## src/nsf_pkg.sv

```systemverilog
/*
  Package for the nested stack frame builder: operand widths, step sizes
  and the sequencer state type.
  Assumes a 32-bit stack pointer and doubleword stack slots.
*/
package nsf_pkg;
  // ==========================================================
  // Widths and sizes
  localparam int ADDR_W = 32;
  localparam int DATA_W = 32;
  localparam int COUNT_W = 16;
  localparam int DEPTH_W = 5;
  localparam logic [31:0] SLOT_BYTES = 32'h0000_0004;
  localparam logic [4:0] DEPTH_MAX = 5'h1F;
  localparam logic [31:0] PTR_RESET = 32'h0000_0000;

  // ==========================================================
  // Sequencer states
  typedef enum logic [2:0] {
    NSF_IDLE,
    NSF_PUSH_OLD,
    NSF_READ_DISP,
    NSF_WAIT_DISP,
    NSF_PUSH_DISP,
    NSF_PUSH_TOP,
    NSF_FINISH
  } nsf_state_e;

  // Segment selection for memory operands
  typedef enum logic [1:0] {
    NSF_SEG_DATA,
    NSF_SEG_STACK
  } nsf_seg_e;
endpackage

```

## src/nsf_frame_builder.sv

```systemverilog
/*
  Procedure-entry frame builder: pushes the old frame base, copies the
  caller's display, pushes the new frame pointer when the depth is nonzero, sets the frame base and
  reserves dynamic storage.
  Assumes stack memory answers reads with a one-cycle-or-later rd_valid
  and accepts writes when wr_ready is high.
*/
`timescale 1ns/10ps
`default_nettype none
module nsf_frame_builder #(
  parameter int COUNT_W = nsf_pkg::COUNT_W
) (
  // Clock and reset
  input wire logic clk,
  input wire logic rst_n,
  // Core command
  input wire logic start,
  input wire logic [COUNT_W-1:0] storage_bytes,
  input wire logic [nsf_pkg::DEPTH_W-1:0] nest_depth,
  input wire logic load_ptrs,
  input wire logic [31:0] load_stack_pointer,
  input wire logic [31:0] load_frame_base_pointer,
  output logic busy,
  output logic done,
  output logic [31:0] stack_pointer,
  output logic [31:0] frame_base_pointer,
  // Memory operand segment choice
  input wire logic mem_valid,
  input wire logic [2:0] base_reg,
  input wire logic seg_override,
  input wire nsf_pkg::nsf_seg_e override_seg,
  output nsf_pkg::nsf_seg_e mem_seg,
  // Stack memory
  output logic wr_en,
  output logic [31:0] wr_addr,
  output logic [31:0] wr_data,
  input wire logic wr_ready,
  output logic rd_en,
  output logic [31:0] rd_addr,
  input wire logic rd_valid,
  input wire logic [31:0] rd_data
);
  // ==========================================================
  // State
  nsf_pkg::nsf_state_e state;
  logic [31:0] recorded_stack_top;
  logic [31:0] storage;
  logic [4:0] copies_left;
  logic [31:0] disp_word;
  logic [31:0] next_sp;

  // Pushes pre-decrement the stack pointer
  assign next_sp = stack_pointer - nsf_pkg::SLOT_BYTES;

  // ==========================================================
  // Sequencer
  // Depth is taken as a plain count; no privilege input exists
  always_ff @(posedge clk) begin
    if (!rst_n) begin
      state <= nsf_pkg::NSF_IDLE;
    end else begin
      case (state)
        nsf_pkg::NSF_IDLE: begin
          if (start) begin
            state <= nsf_pkg::NSF_PUSH_OLD;
          end
        end
        nsf_pkg::NSF_PUSH_OLD: begin
          if (wr_ready) begin
            if (copies_left == 5'h00) begin
              state <= nsf_pkg::NSF_FINISH;
            end else if (copies_left == 5'h01) begin
              state <= nsf_pkg::NSF_PUSH_TOP;
            end else begin
              state <= nsf_pkg::NSF_READ_DISP;
            end
          end
        end
        nsf_pkg::NSF_READ_DISP: state <= nsf_pkg::NSF_WAIT_DISP;
        nsf_pkg::NSF_WAIT_DISP: begin
          if (rd_valid) begin
            state <= nsf_pkg::NSF_PUSH_DISP;
          end
        end
        nsf_pkg::NSF_PUSH_DISP: begin
          if (wr_ready) begin
            if (copies_left == 5'h02) begin
              state <= nsf_pkg::NSF_PUSH_TOP;
            end else begin
              state <= nsf_pkg::NSF_READ_DISP;
            end
          end
        end
        nsf_pkg::NSF_PUSH_TOP: begin
          if (wr_ready) begin
            state <= nsf_pkg::NSF_FINISH;
          end
        end
        nsf_pkg::NSF_FINISH: state <= nsf_pkg::NSF_IDLE;
        default: state <= nsf_pkg::NSF_IDLE;
      endcase
    end
  end

  // ==========================================================
  // Operand capture and copy count
  always_ff @(posedge clk) begin
    if (!rst_n) begin
      storage <= nsf_pkg::PTR_RESET;
      copies_left <= 5'h00;
    end else if (state == nsf_pkg::NSF_IDLE && start) begin
      storage <= 32'(storage_bytes);
      copies_left <= nest_depth & nsf_pkg::DEPTH_MAX;
    end else if (state == nsf_pkg::NSF_PUSH_DISP && wr_ready) begin
      copies_left <= copies_left - 5'h01;
    end
  end

  // ==========================================================
  // Read data holding
  always_ff @(posedge clk) begin
    if (!rst_n) begin
      disp_word <= nsf_pkg::PTR_RESET;
    end else if (state == nsf_pkg::NSF_WAIT_DISP && rd_valid) begin
      disp_word <= rd_data;
    end
  end

  // ==========================================================
  // Pointer registers
  always_ff @(posedge clk) begin
    if (!rst_n) begin
      stack_pointer <= nsf_pkg::PTR_RESET;
      frame_base_pointer <= nsf_pkg::PTR_RESET;
      recorded_stack_top <= nsf_pkg::PTR_RESET;
    end else if (state == nsf_pkg::NSF_IDLE) begin
      if (load_ptrs) begin
        stack_pointer <= load_stack_pointer;
        frame_base_pointer <= load_frame_base_pointer;
      end
    end else begin
      case (state)
        nsf_pkg::NSF_PUSH_OLD: begin
          if (wr_ready) begin
            stack_pointer <= next_sp;
            recorded_stack_top <= next_sp;
          end
        end
        nsf_pkg::NSF_READ_DISP: begin
          frame_base_pointer <= frame_base_pointer -
                                nsf_pkg::SLOT_BYTES;
        end
        nsf_pkg::NSF_PUSH_DISP, nsf_pkg::NSF_PUSH_TOP: begin
          if (wr_ready) begin
            stack_pointer <= next_sp;
          end
        end
        nsf_pkg::NSF_FINISH: begin
          frame_base_pointer <= recorded_stack_top;
          stack_pointer <= stack_pointer - storage;
        end
        default: begin
        end
      endcase
    end
  end

  // ==========================================================
  // Memory requests, registered from next state
  always_ff @(posedge clk) begin
    if (!rst_n) begin
      wr_en <= 1'b0;
      wr_addr <= nsf_pkg::PTR_RESET;
      wr_data <= nsf_pkg::PTR_RESET;
      rd_en <= 1'b0;
      rd_addr <= nsf_pkg::PTR_RESET;
    end else begin
      rd_en <= 1'b0;
      if (state == nsf_pkg::NSF_IDLE && start) begin
        wr_en <= 1'b1;
        wr_addr <= stack_pointer - nsf_pkg::SLOT_BYTES;
        wr_data <= frame_base_pointer;
      end else if (state == nsf_pkg::NSF_READ_DISP) begin
        rd_en <= 1'b1;
        rd_addr <= frame_base_pointer - nsf_pkg::SLOT_BYTES;
      end else if (state == nsf_pkg::NSF_WAIT_DISP && rd_valid) begin
        wr_en <= 1'b1;
        wr_addr <= next_sp;
        wr_data <= rd_data;
      end else if (wr_en && wr_ready) begin
        if (state == nsf_pkg::NSF_PUSH_OLD && copies_left == 5'h01 ||
            state == nsf_pkg::NSF_PUSH_DISP && copies_left == 5'h02) begin
          wr_en <= 1'b1;
          wr_addr <= next_sp - nsf_pkg::SLOT_BYTES;
          wr_data <= (state == nsf_pkg::NSF_PUSH_OLD) ? next_sp :
                     recorded_stack_top;
        end else begin
          wr_en <= 1'b0;
        end
      end
    end
  end

  // ==========================================================
  // Status
  always_ff @(posedge clk) begin
    if (!rst_n) begin
      busy <= 1'b0;
      done <= 1'b0;
    end else begin
      busy <= (state != nsf_pkg::NSF_IDLE && state != nsf_pkg::NSF_FINISH)
              || (state == nsf_pkg::NSF_IDLE && start);
      done <= (state == nsf_pkg::NSF_FINISH);
    end
  end

  // Stack-segment default for frame-based operands
  nsf_seg_select u_seg (
    .clk(clk),
    .rst_n(rst_n),
    .mem_valid(mem_valid),
    .base_reg(base_reg),
    .seg_override(seg_override),
    .override_seg(override_seg),
    .seg(mem_seg)
  );
endmodule
`default_nettype wire

```

## src/nsf_seg_select.sv

```systemverilog
/*
  Default segment chooser for memory operands.
  Assumes the base register index is sampled on the core clock.
*/
`timescale 1ns/10ps
`default_nettype none
module nsf_seg_select #(
  parameter logic [2:0] FRAME_BASE_IDX = 3'h5,
  parameter logic [2:0] STACK_PTR_IDX = 3'h4
) (
  // Clock and reset
  input wire logic clk,
  input wire logic rst_n,
  // Operand description
  input wire logic mem_valid,
  input wire logic [2:0] base_reg,
  input wire logic seg_override,
  input wire nsf_pkg::nsf_seg_e override_seg,
  // Result
  output nsf_pkg::nsf_seg_e seg
);
  // ==========================================================
  // Registered choice
  always_ff @(posedge clk) begin
    if (!rst_n) begin
      seg <= nsf_pkg::NSF_SEG_DATA;
    end else if (mem_valid) begin
      if (seg_override) begin
        seg <= override_seg;
      end else if (base_reg == FRAME_BASE_IDX ||
                   base_reg == STACK_PTR_IDX) begin
        seg <= nsf_pkg::NSF_SEG_STACK;
      end else begin
        seg <= nsf_pkg::NSF_SEG_DATA;
      end
    end
  end
endmodule
`default_nettype wire

```

## config.mk

```make
export PLATFORM = sky130hd
export DESIGN_NAME = nsf_frame_builder
export DESIGN_NICKNAME = d
export VERILOG_FILES = /design/src/nsf_pkg.sv /design/src/nsf_frame_builder.sv /design/src/nsf_seg_select.sv
export SDC_FILE = /design/constraint.sdc
export NUM_CORES = 1
export LEC_CHECK = 0
export ABC_AREA = 1
export BUFFER_PORTS_ARGS = -buffer_cell sky130_fd_sc_hd__buf_4
export CAP_MARGIN = 20
export CORE_MARGIN = 2
export CORE_UTILIZATION = 35
export DETAILED_ROUTE_END_ITERATION = 10
export PLACE_DENSITY = 0.54
export SETUP_SLACK_MARGIN = 0.15
export SLEW_MARGIN = 15
export SYNTH_ARGS = -nofsm -noshare
export SYNTH_HDL_FRONTEND = slang
export SYNTH_SLANG_ARGS = --single-unit
```

## constraint.sdc

```tcl
create_clock -name clk -period 3.12 [get_ports clk]
set_input_delay 0.312 -clock clk [delete_from_list [all_inputs] [get_ports clk]]
set_output_delay 0.312 -clock clk [all_outputs]
set_load 0.05 [all_outputs]
```

==> impl_metrics.toml, run 1 <==
[power_and_ir_drop]
peakVddDrop_mv = 0.7117
pwr-share-clk = 0.142
p_int_mw = 10.14
sequentialPowerShare = 0.213
power.density_nw_per_um2 = 1343
netSwitchingFraction = 0.5648
pwr-share-comb = 0.645
switchingPower_mw = 13.16
p_leak_nw = 7.933

[floorplan]
initial_utilization = 0.3539
die_y_um = 201.7
die_w_um = 201.7
dieArea_sq_um = 40680
placementRows = 72
core_area_sq_um = 38650
boundaryPins = 296

[critical_path]
critPathCapture = "wr_addr[28]$_SDFFE_PN0P_"
worstReg2RegStart = "stack_pointer[2]$_SDFFE_PN0P_"
critPathLaunchType = "register"
cp.required_ps = 3590
worstSetupStartpoint = "stack_pointer[2]$_SDFFE_PN0P_"
ff2ff_setup_slack_ps = 450
cp_max_fo = 10
cp-end-kind = "register"
crit_arrival_ps = 3140
crit_type = "reg2reg"
reg2reg_depth = 15
r2r_end = "wr_addr[28]$_SDFFE_PN0P_"

[sta]
rsz0062_at_grt = "no"
hold_viol = 0
min_period_over_period = 0.8568
finalSetupTns_ps = 0
hold_ws_ps = 20.71
tightest_slew_ps = 842.3
setup_ws_ps = 446.8
slew_headroom = 0.4384
drv_slew = 0
finalCriticalPeriod_ps = 2673
clock_skew_ps = 13.73
setup-violations-final = 0
fmax_mhz = 374.1

[logic_synthesis]
synthesis.nets = 2208
synth.distinct_cells = 52
synth_compound_area_frac = 0.2512
synth_edf_count = 0
ys_warn_count = 0
muxShareOfSynthArea = 0
async_reset_ff_frac = 0
netlist_area_sq_um = 13680
ys_ff_latch = 222
synthXorXnorAreaFrac = 0.03458
postSynthCellCount = 2054
synth_top_flop_cell = "dfxtp_1"
synthAdderAreaFrac = 0.02250
syn_avg_cell_area_sq_um = 6.659
synth_seq_area_share = 0.3249
yosys.area_share.simple = 0.2751
synth_top_family_by_area = "simple AND/OR/NAND/NOR gates"

[clock_tree]
tritoncts = "yes"
cts_max_level = 1
cts.sinks = 222
path_clk_slew_ps = 60
clockRootBuffer = "clkbuf_16"
post-cts-setup-buffers = 0
clkLatencyLatePin_ps = 580
cts_buffers = 27
cts.path.max_buffers = 3

[global_route]
grt_pass1_wl_um = 85340
grt_start_max_net_pins = 84
track_usage = 0.2668
grt_overflow = 0
grt_pass1_vias = 14495
grt_util_met3 = 0.03450
grt_antenna_before_repair = 1
met2_usage = 0.4376
busiest_layer = "met2"
grt_use_met1 = 0.3644

[detailed_routing]
ant_nets = 0
vias = 14954
routed_wl_um = 55440
avgRoutedWirePerCell_um = 19.47
vias_per_cell = 5.253
first_pass_iters = 7
drt-initial-drc-count = 1141
drc_errors = 0

[finish]
multi_input_area_sq_um = 8010
layout_common_cells = "nand2_1 (397), buf_4 (326), o21ai_0 (275)"
final_common_cell = "nand2_1"
syn_to_final_growth_pct = 26.86
layout-drive-gt1-share = 0.2152
fillers = 4081
fin_nets = 2464
seq_area_sq_um = 4444

[place]
post-place-ws_ps = 448.1
portBuffers = 294
place.gp.congestion = 0.9076
hpwl_um = 41410

[run]
drv_cap = 0

[worst_hold_path]
hold_path_class = "in2reg"

[run_status]
outcome = "finished clean"
==> worst min path at each step <==
stage,start,endpoint,depth (start not counted)
global placement,storage[4]$_SDFFE_PN0P_,storage[4]$_SDFFE_PN0P_,2
finish,storage_bytes[12],storage[12]$_SDFFE_PN0P_,3
detailed placement,storage[3]$_SDFFE_PN0P_,storage[3]$_SDFFE_PN0P_,2
global route,load_stack_pointer[12],stack_pointer[12]$_SDFFE_PN0P_,3
floorplan,mem_valid,u_seg.seg[1]$_SDFFE_PN0P_,1
CTS,load_stack_pointer[12],stack_pointer[12]$_SDFFE_PN0P_,3
==> metrics by stage <==
| step | cells | util | area (sq um) | power (mW) |
|---|---|---|---|---|
| floorplan | 2054 | - | 13680 | 15.22 |
| global placement | 2793 | 0.4236 | 16370 | 19.81 |
| detailed placement | 2793 | 0.4236 | 16370 | 19.91 |
| CTS | 2846 | 0.4487 | 17340 | 23.30 |
| global route | 2847 | 0.4490 | 17350 | 25.01 |
| finish | 2847 | 0.4490 | 17350 | 23.30 |
==> critical path: stages, from the launching register on <==
cell and delay [ps]:
dfxtp_1 460, inv_2 210, ha_2 290, nand3_2 180, nand2_1 100, nand2_1 170
nor2_2 210, inv_2 50, nor2_2 130, nand2_2 120, nor2_1 190, nand3_1 100
nand2_1 70, nand3_1 150, nand2_1 90, inv_1 30
==> cell usage after synthesis (23+ instances only) <==
cell type | number | area, sq um
xor2_1 | 40 | 350.3
o21bai_1 | 27 | 202.7
clkbuf_1 | 75 | 281.5
a21oi_1 | 180 | 900.9
nand3_1 | 86 | 430.4
dfxtp_1 | 222 | 4444
a221oi_1 | 23 | 201.4
nor2_1 | 203 | 762.0
nand2_1 | 397 | 1490
o211ai_1 | 41 | 307.8
nor2_2 | 31 | 193.9
nand2_2 | 36 | 225.2
o21ai_0 | 275 | 1376
ha_1 | 23 | 287.8
inv_1 | 195 | 732.0
==> power groups by stage <==
stage	Combinational, mW	Clock [mW]	Sequential (mW)
5_1_grt	16.4	3.46	5.10
4_1_cts	15.0	3.36	4.97
3_5_place_dp	14.9	0	5.01
2_1_floorplan	7.86	0	7.36
3_3_place_gp	14.8	0	5.00
6_report	15.0	3.31	4.97
==> cell type report <==
| cell class | instances | area share |
|---|---|---|
| Multi-Input combinational cell | 1511 | 0.4616 |
| Clock buffer | 36 | 0.04377 |
| Sequential cell | 222 | 0.2561 |
| Antenna cell | 1 | 0.0001442 |
| Clock inverter | 11 | 0.008725 |
| Inverter | 215 | 0.04658 |
| Tap cell | 518 | 0.03735 |
| Timing Repair Buffer | 333 | 0.1457 |
==> what timing repair did <==
item,in CTS,in global routing
setup endpoints to repair,0,2
endpoints found under the hold margin,4,0
gates resized for setup,0,2
hold buffers,6,0
==> sequential cells by signal (all words and copies together), names as in the netlist <==
| register | cells |
|---|---|
| wr_en | 1 |
| recorded_stack_top | 32 |
| wr_addr | 32 |
| done | 1 |
| copies_left | 5 |
| storage | 16 |
| rd_en | 1 |
| stack_pointer | 32 |
| wr_data | 32 |
| busy | 1 |
| u_seg.seg | 2 |
| state | 3 |
| frame_base_pointer | 32 |
| rd_addr | 32 |
==> cell families after synthesis <==
| group | after synthesis |
|---|---|
| AND/OR/NAND/NOR | 829 |
| buffers and inverters | 321 |
| adder cells (fa/ha/maj) | 24 |
| XOR/XNOR | 54 |
| AO/OA/AOI/OAI | 604 |
| flip-flops | 222 |
==> routing by layer <==
layer | routed length (um) | vias to the layer above
met4 | 1476 | 0
met1 | 25540 | 7027
met3 | 3211 | 77
li1 | - | 7380
met2 | 25210 | 470
met5 | 0 | -
Note: power is estimated with default switching activity, not from simulation.
==> run 2, diff against run 1 <==
--- a/config.mk
+++ b/config.mk
@@ -16,4 +16,5 @@
 export SLEW_MARGIN = 15
 export SYNTH_ARGS = -nofsm -noshare
 export SYNTH_HDL_FRONTEND = slang
+export SYNTH_HIERARCHICAL = 1
 export SYNTH_SLANG_ARGS = --single-unit
==> constraint.sdc (replaced) <==
create_clock -name clk -period 3.3 [get_ports clk]
set_input_delay 0.33 -clock clk [delete_from_list [all_inputs] [get_ports clk]]
set_output_delay 0.33 -clock clk [all_outputs]
set_load 0.05 [all_outputs]
==> impl_metrics.toml, run 2 <==
[run_status]
outcome = "finished clean"

[sta]
drv_slew = 0
rsz0062_at_grt = "no"
fmax_mhz = 371.0
slew_headroom = 0.3070
clock_skew_ps = 14.58
setup-violations-final = 0
finalSetupTns_ps = 0
setup_ws_ps = 604.6
hold_viol = 0
tightest_slew_ps = 1038
min_period_over_period = 0.8168
finalCriticalPeriod_ps = 2695

[critical_path]
cp.required_ps = 3720
critPathLaunchType = "register"
crit_type = "reg2reg"
critPathBufInv = 3
crit_arrival_ps = 3110
cp_top_family = "simple AND/OR/NAND/NOR gates"
cp_max_fo = 44
cp-end-kind = "register"
crit_chain = "inv_1 > nand2_1 > nor2_1 > nor2_1 > nand2_1 > nand2_2 > clkinv_2 > buf_4 > o21ai_0 > a21oi_1"
max_stage_delay_ps = 490
slowest_stage = "dfxtp_1"

[detailed_routing]
avgRoutedWirePerCell_um = 19.69
vias = 15181
drt-initial-drc-count = 1338
first_pass_iters = 5
vias_per_cell = 5.293
drc_errors = 0
ant_nets = 0
routed_wl_um = 56480

[finish]
multi_input_area_sq_um = 8053
layout_common_cells = "nand2_1 (411), buf_4 (326), o21ai_0 (266)"
final_area_sq_um = 17380
layout-drive-gt1-share = 0.2026
fillers = 4056
final_common_cell = "nand2_1"
fin_nets = 2483
diodes = 0
syn_to_final_growth_pct = 26.55
seq_area_sq_um = 4444

[logic_synthesis]
synth_top_area_share = 0.3236
synth_seq_area_share = 0.3236
ys_ff_latch = 222
synth_top_flop_cell = "dfxtp_1"
yosysMostFrequentCell = "nand2_1"
synth_commonest_cells = "nand2_1 (413), o21ai_0 (266), nor2_1 (225)"
synthesis.nets = 2238
yosysTopAreaCell = "dfxtp_1"
synthTopCellsByArea = "dfxtp_1 (32%), nand2_1 (11%), o21ai_0 (9.7%)"
postSynthCellCount = 2084
synth_edf_count = 0
netlist_area_sq_um = 13730
async_reset_ff_frac = 0
syn_avg_cell_area_sq_um = 6.589
ys_warn_count = 6
synth.distinct_cells = 45

[clock_tree]
cts_buffers = 27
path_clk_slew_ps = 60
ctsHoldBuffers = 0
cts_max_level = 1
clkLatencyLatePin_ps = 560
cts.sinks = 222
tritoncts = "yes"
cts.path.max_buffers = 3
clockRootBuffer = "clkbuf_16"

[power_and_ir_drop]
p_leak_nw = 7.945
power.density_nw_per_um2 = 1285
power.total_mw = 22.33
peakVddDrop_mv = 0.5605

[floorplan]
boundaryPins = 296
die_y_um = 202.1
core_area_sq_um = 38650
placementRows = 72
initial_utilization = 0.3553
die_w_um = 202.1
dieArea_sq_um = 40830

[global_route]
grt_antenna_before_repair = 1
track_usage = 0.2688
grt_pass1_wl_um = 85370
grt_pass1_vias = 14347
grt_start_max_net_pins = 152
grt_overflow = 0

[place]
hpwl_um = 42700
post-place-ws_ps = 383.7
place.gp.congestion = 0.9364
placed_area_sq_um = 16420
portBuffers = 294

[run]
drv_cap = 0

[worst_hold_path]
hold_path_class = "in2reg"
==> run 2: changes by cell type after synthesis, sizes merged, moves of 5 or more <==
| cell | before | now |
|---|---|---|
| o21ai | 283 | 273 |
| nand2 | 441 | 451 |
| nand4 | 20 | 25 |
| clkbuf | 75 | 91 |
| inv | 213 | 207 |
| nand3 | 87 | 95 |
| buf | 31 | 20 |
| nor2 | 252 | 269 |
==> run 2: where the power goes <==
group          leakage (nW)  internal, mW  total, mW  switching (mW)
Combinational          5.65          4.11       14.4            10.3
Clock                 0.468          1.98       3.19            1.20
Sequential             1.82          3.66       4.74            1.09
==> run 2: cell families after synthesis <==
kind of cell / after synthesis / synth area share
compound gates: 587 / 0.2419
fa+ha+maj: 24 / 0.02241
flops: 222 / 0.3236
simple gates: 871 / 0.2832
xor+xnor: 58 / 0.03699
buf+inv: 322 / 0.09184
==> run 2: repair_timing <==
action                                  CTS  global route
endpoints found under the setup margin    0            13
buffers inserted                          0             0
gates resized for setup                   0             1
hold endpoints to repair                  0             0
==> run 2: path summary, 6_finish.rpt <==
kind | from | to | slack [ps] | cells after the start
worst max-delay path | state[2]$_SDFFE_PN0P_ | wr_data[31]$_SDFFE_PN0P_ | 600 | 10
worst min register to register | storage[12]$_SDFFE_PN0P_ | storage[12]$_SDFFE_PN0P_ | 460 | 2
worst max register to register | state[2]$_SDFFE_PN0P_ | wr_data[31]$_SDFFE_PN0P_ | 600 | 10
worst min-delay path | storage_bytes[0] | storage[0]$_SDFFE_PN0P_ | 40 | 3
==> run 2: routing by layer <==
metal,up-vias,track usage,part of all wire
li1,7451,-,-
met1,7065,0.3806,0.46
met2,570,0.4238,0.45
met3,93,0.03918,0.067
met4,2,0.07668,0.027
met5,-,0,0.00016
==> run 2: final cells by class <==
type	count	share of cell area
clock buffer	46	0.04932
inverter	210	0.04543
tap	518	0.03730
timing repair buffer	328	0.1431
multi-input combinational	1540	0.4634
clock inverter	4	0.005688
sequential	222	0.2557
==> run 2: metrics by stage <==
| step | hold slack, ps | cells | utilization |
|---|---|---|---|
| final | 38.86 | 2868 | 0.4497 |
| after global routing | 32.57 | 2868 | 0.4497 |
| after CTS | 9.673 | 2868 | 0.4496 |
| after detailed placement | 453.9 | 2818 | 0.4249 |
| after global placement | 451.7 | 2818 | 0.4249 |
| after floorplan | 433.1 | 2084 | - |
==> run 2: worst reg2reg max path, delay by kind of cell, from the launching register on <==
kind | cells | cell delay [ps]
DFF | 1 | 490
and+or+nand+nor | 5 | 960
AOI/OAI and AO/OA | 2 | 310
buffers and inverters | 3 | 800
==> run 3, diff against run 2 <==
==> constraint.sdc (replaced) <==
create_clock -name clk -period 2.5 [get_ports clk]
set_input_delay 0.25 -clock clk [delete_from_list [all_inputs] [get_ports clk]]
set_output_delay 0.25 -clock clk [all_outputs]
set_load 0.05 [all_outputs]
==> impl_metrics.toml, run 3 (synthesized netlist as in run 2, its figures left out) <==
[run_status]
outcome = "finished with violations"
failed_checks = "hold timing"

[sta]
slew_headroom = 0.4162
hold_viol = 1
drv_slew = 0
finalCriticalPeriod_ps = 2282
min_period_over_period = 0.9128
fmax_mhz = 438.2
setup-violations-final = 0
finalSetupTns_ps = 0
tightest_slew_ps = 874.7
rsz0062_at_grt = "yes"
hold_ws_ps = -3.073
clock_skew_ps = 8.354

[power_and_ir_drop]
p_leak_nw = 8.714
power.density_nw_per_um2 = 1665
power.total_mw = 31.67
peakVddDrop_mv = 0.7637

[global_route]
busiest_layer = "met2"
grt_util_met3 = 0.03741
grt_overflow = 0
met2_usage = 0.4265
track_usage = 0.2739
grt_antenna_before_repair = 1
grt_pass1_vias = 14718
grt_use_met1 = 0.3901
grt_pass1_wl_um = 87010
grt_start_max_net_pins = 99

[detailed_routing]
avgRoutedWirePerCell_um = 19.31
vias = 15700
ant_nets = 0
routed_wl_um = 58060
vias_per_cell = 5.221
drt-initial-drc-count = 1174
first_pass_iters = 5
drc_errors = 0

[clock_tree]
cts_max_level = 1
cts.sinks = 222
tritoncts = "yes"
path_clk_slew_ps = 60
clockRootBuffer = "clkbuf_16"
cts_buffers = 28
cts.path.max_buffers = 3
clkLatencyLatePin_ps = 560

[critical_path]
crit_arrival_ps = 2720
cp_max_fo = 5
reg2reg_depth = 13
critPathLaunchType = "register"
cp-end-kind = "register"
cp.required_ps = 2930
worstReg2RegStart = "stack_pointer[3]$_SDFFE_PN0P_"
ff2ff_setup_slack_ps = 220
crit_type = "reg2reg"
r2r_end = "wr_addr[18]$_SDFFE_PN0P_"

[worst_hold_path]
whs_endpoint = "storage[15]$_SDFFE_PN0P_"
whs_path_depth = 3
hp-start = "storage_bytes[15]"
hold_path_class = "in2reg"

[place]
place.gp.congestion = 0.9379
hpwl_um = 43540
placed_cells = 2871
portBuffers = 294

[finish]
fin_nets = 2621
syn_to_final_growth_pct = 38.49
final_common_cell = "buf_4"
seq_area_sq_um = 4471
fillers = 3957
layout_common_cells = "buf_4 (401), nand2_1 (396), o21ai_0 (262)"
finalNonFillerCells = 3007
layout-drive-gt1-share = 0.2571
multi_input_area_sq_um = 8382
diodes = 0

[floorplan]
initial_utilization = 0.3553
boundaryPins = 296
core_area_sq_um = 38650
die_y_um = 202.1
placementRows = 72
die_w_um = 202.1
dieArea_sq_um = 40830

[run]
drv_cap = 0
-- run 3: cell types whose count changed in the layout (fill, tap and decap cells not counted), sizes merged --
cell	previous run	this run
buf	328	409
dlygate4sd3	0	56
clkinv	4	12
clkbuf	46	39
bufinv	3	4
clkinvlp	0	1
inv	207	206
-- run 3: layer usage --
metal | vias up | routed length (um)
met5 | - | 9
met4 | 2 | 1812
met3 | 98 | 3783
met2 | 541 | 25590
met1 | 7343 | 26860
li1 | 7716 | -
-- run 3: worst max-delay path by stage --
stage	start	to	slack (ps)	cells past startpoint
2_1_floorplan	stack_pointer[2]$_SDFFE_PN0P_	wr_addr[22]$_SDFFE_PN0P_	240	14
3_3_place_gp	stack_pointer[0]$_SDFFE_PN0P_	stack_pointer[20]$_SDFFE_PN0P_	50	17
3_5_place_dp	stack_pointer[0]$_SDFFE_PN0P_	stack_pointer[30]$_SDFFE_PN0P_	50	17
4_1_cts	stack_pointer[6]$_SDFFE_PN0P_	stack_pointer[29]$_SDFFE_PN0P_	150	12
5_1_grt	stack_pointer[3]$_SDFFE_PN0P_	wr_addr[23]$_SDFFE_PN0P_	110	17
6_report	stack_pointer[3]$_SDFFE_PN0P_	wr_addr[18]$_SDFFE_PN0P_	220	13
-- run 3: final cells by class --
class / instances / share of cell area
inverters: 210 / 0.04191
repair buffers: 465 / 0.1948
clock buffers: 39 / 0.04435
clock inverters: 13 / 0.009014
flip-flops and latches: 222 / 0.2351
multi-input cells: 1540 / 0.4408
well taps: 518 / 0.03408
-- run 3: what timing repair did --
| item | 4_1_cts | 5_1_grt |
|---|---|---|
| endpoints found under the setup margin | 28 | 51 |
| endpoints found under the hold margin | 52 | 0 |
| hold buffers | 56 | 0 |
| pin swaps | 2 | 27 |
| setup buffers | 1 | 27 |
| resized for setup | 12 | 98 |
-- run 3: report_power, final --
part           total (mW)  internal (mW)  leakage (nW)  switching, mW
Combinational        21.0           6.67          6.38           14.3
Sequential           6.24           4.86          1.83           1.39
Clock                4.43           2.75         0.505           1.67
-- run 3: worst max-delay path, stage by stage (launching register included) --
cell and delay, ps:
dfxtp_4 360, inv_6 70, ha_4 180, nand2_4 60
nor2_4 170, nand3_1 120, nand2_2 100, nand2_4 100
buf_4 160, nor2_4 130, nand2_2 120, nor3_4 260
xor2_1 240, a21oi_1 90
-- run 3: stage by stage --
step                      utilization  area [sq um]  worst slack [ps]
final                          0.4921         19020             218.1
after floorplan                     -         13740             242.5
after global placement         0.4360         16850             51.55
after global routing           0.4921         19020             108.7
after CTS                      0.4778         18470             151.1
after detailed placement       0.4360         16850             48.80
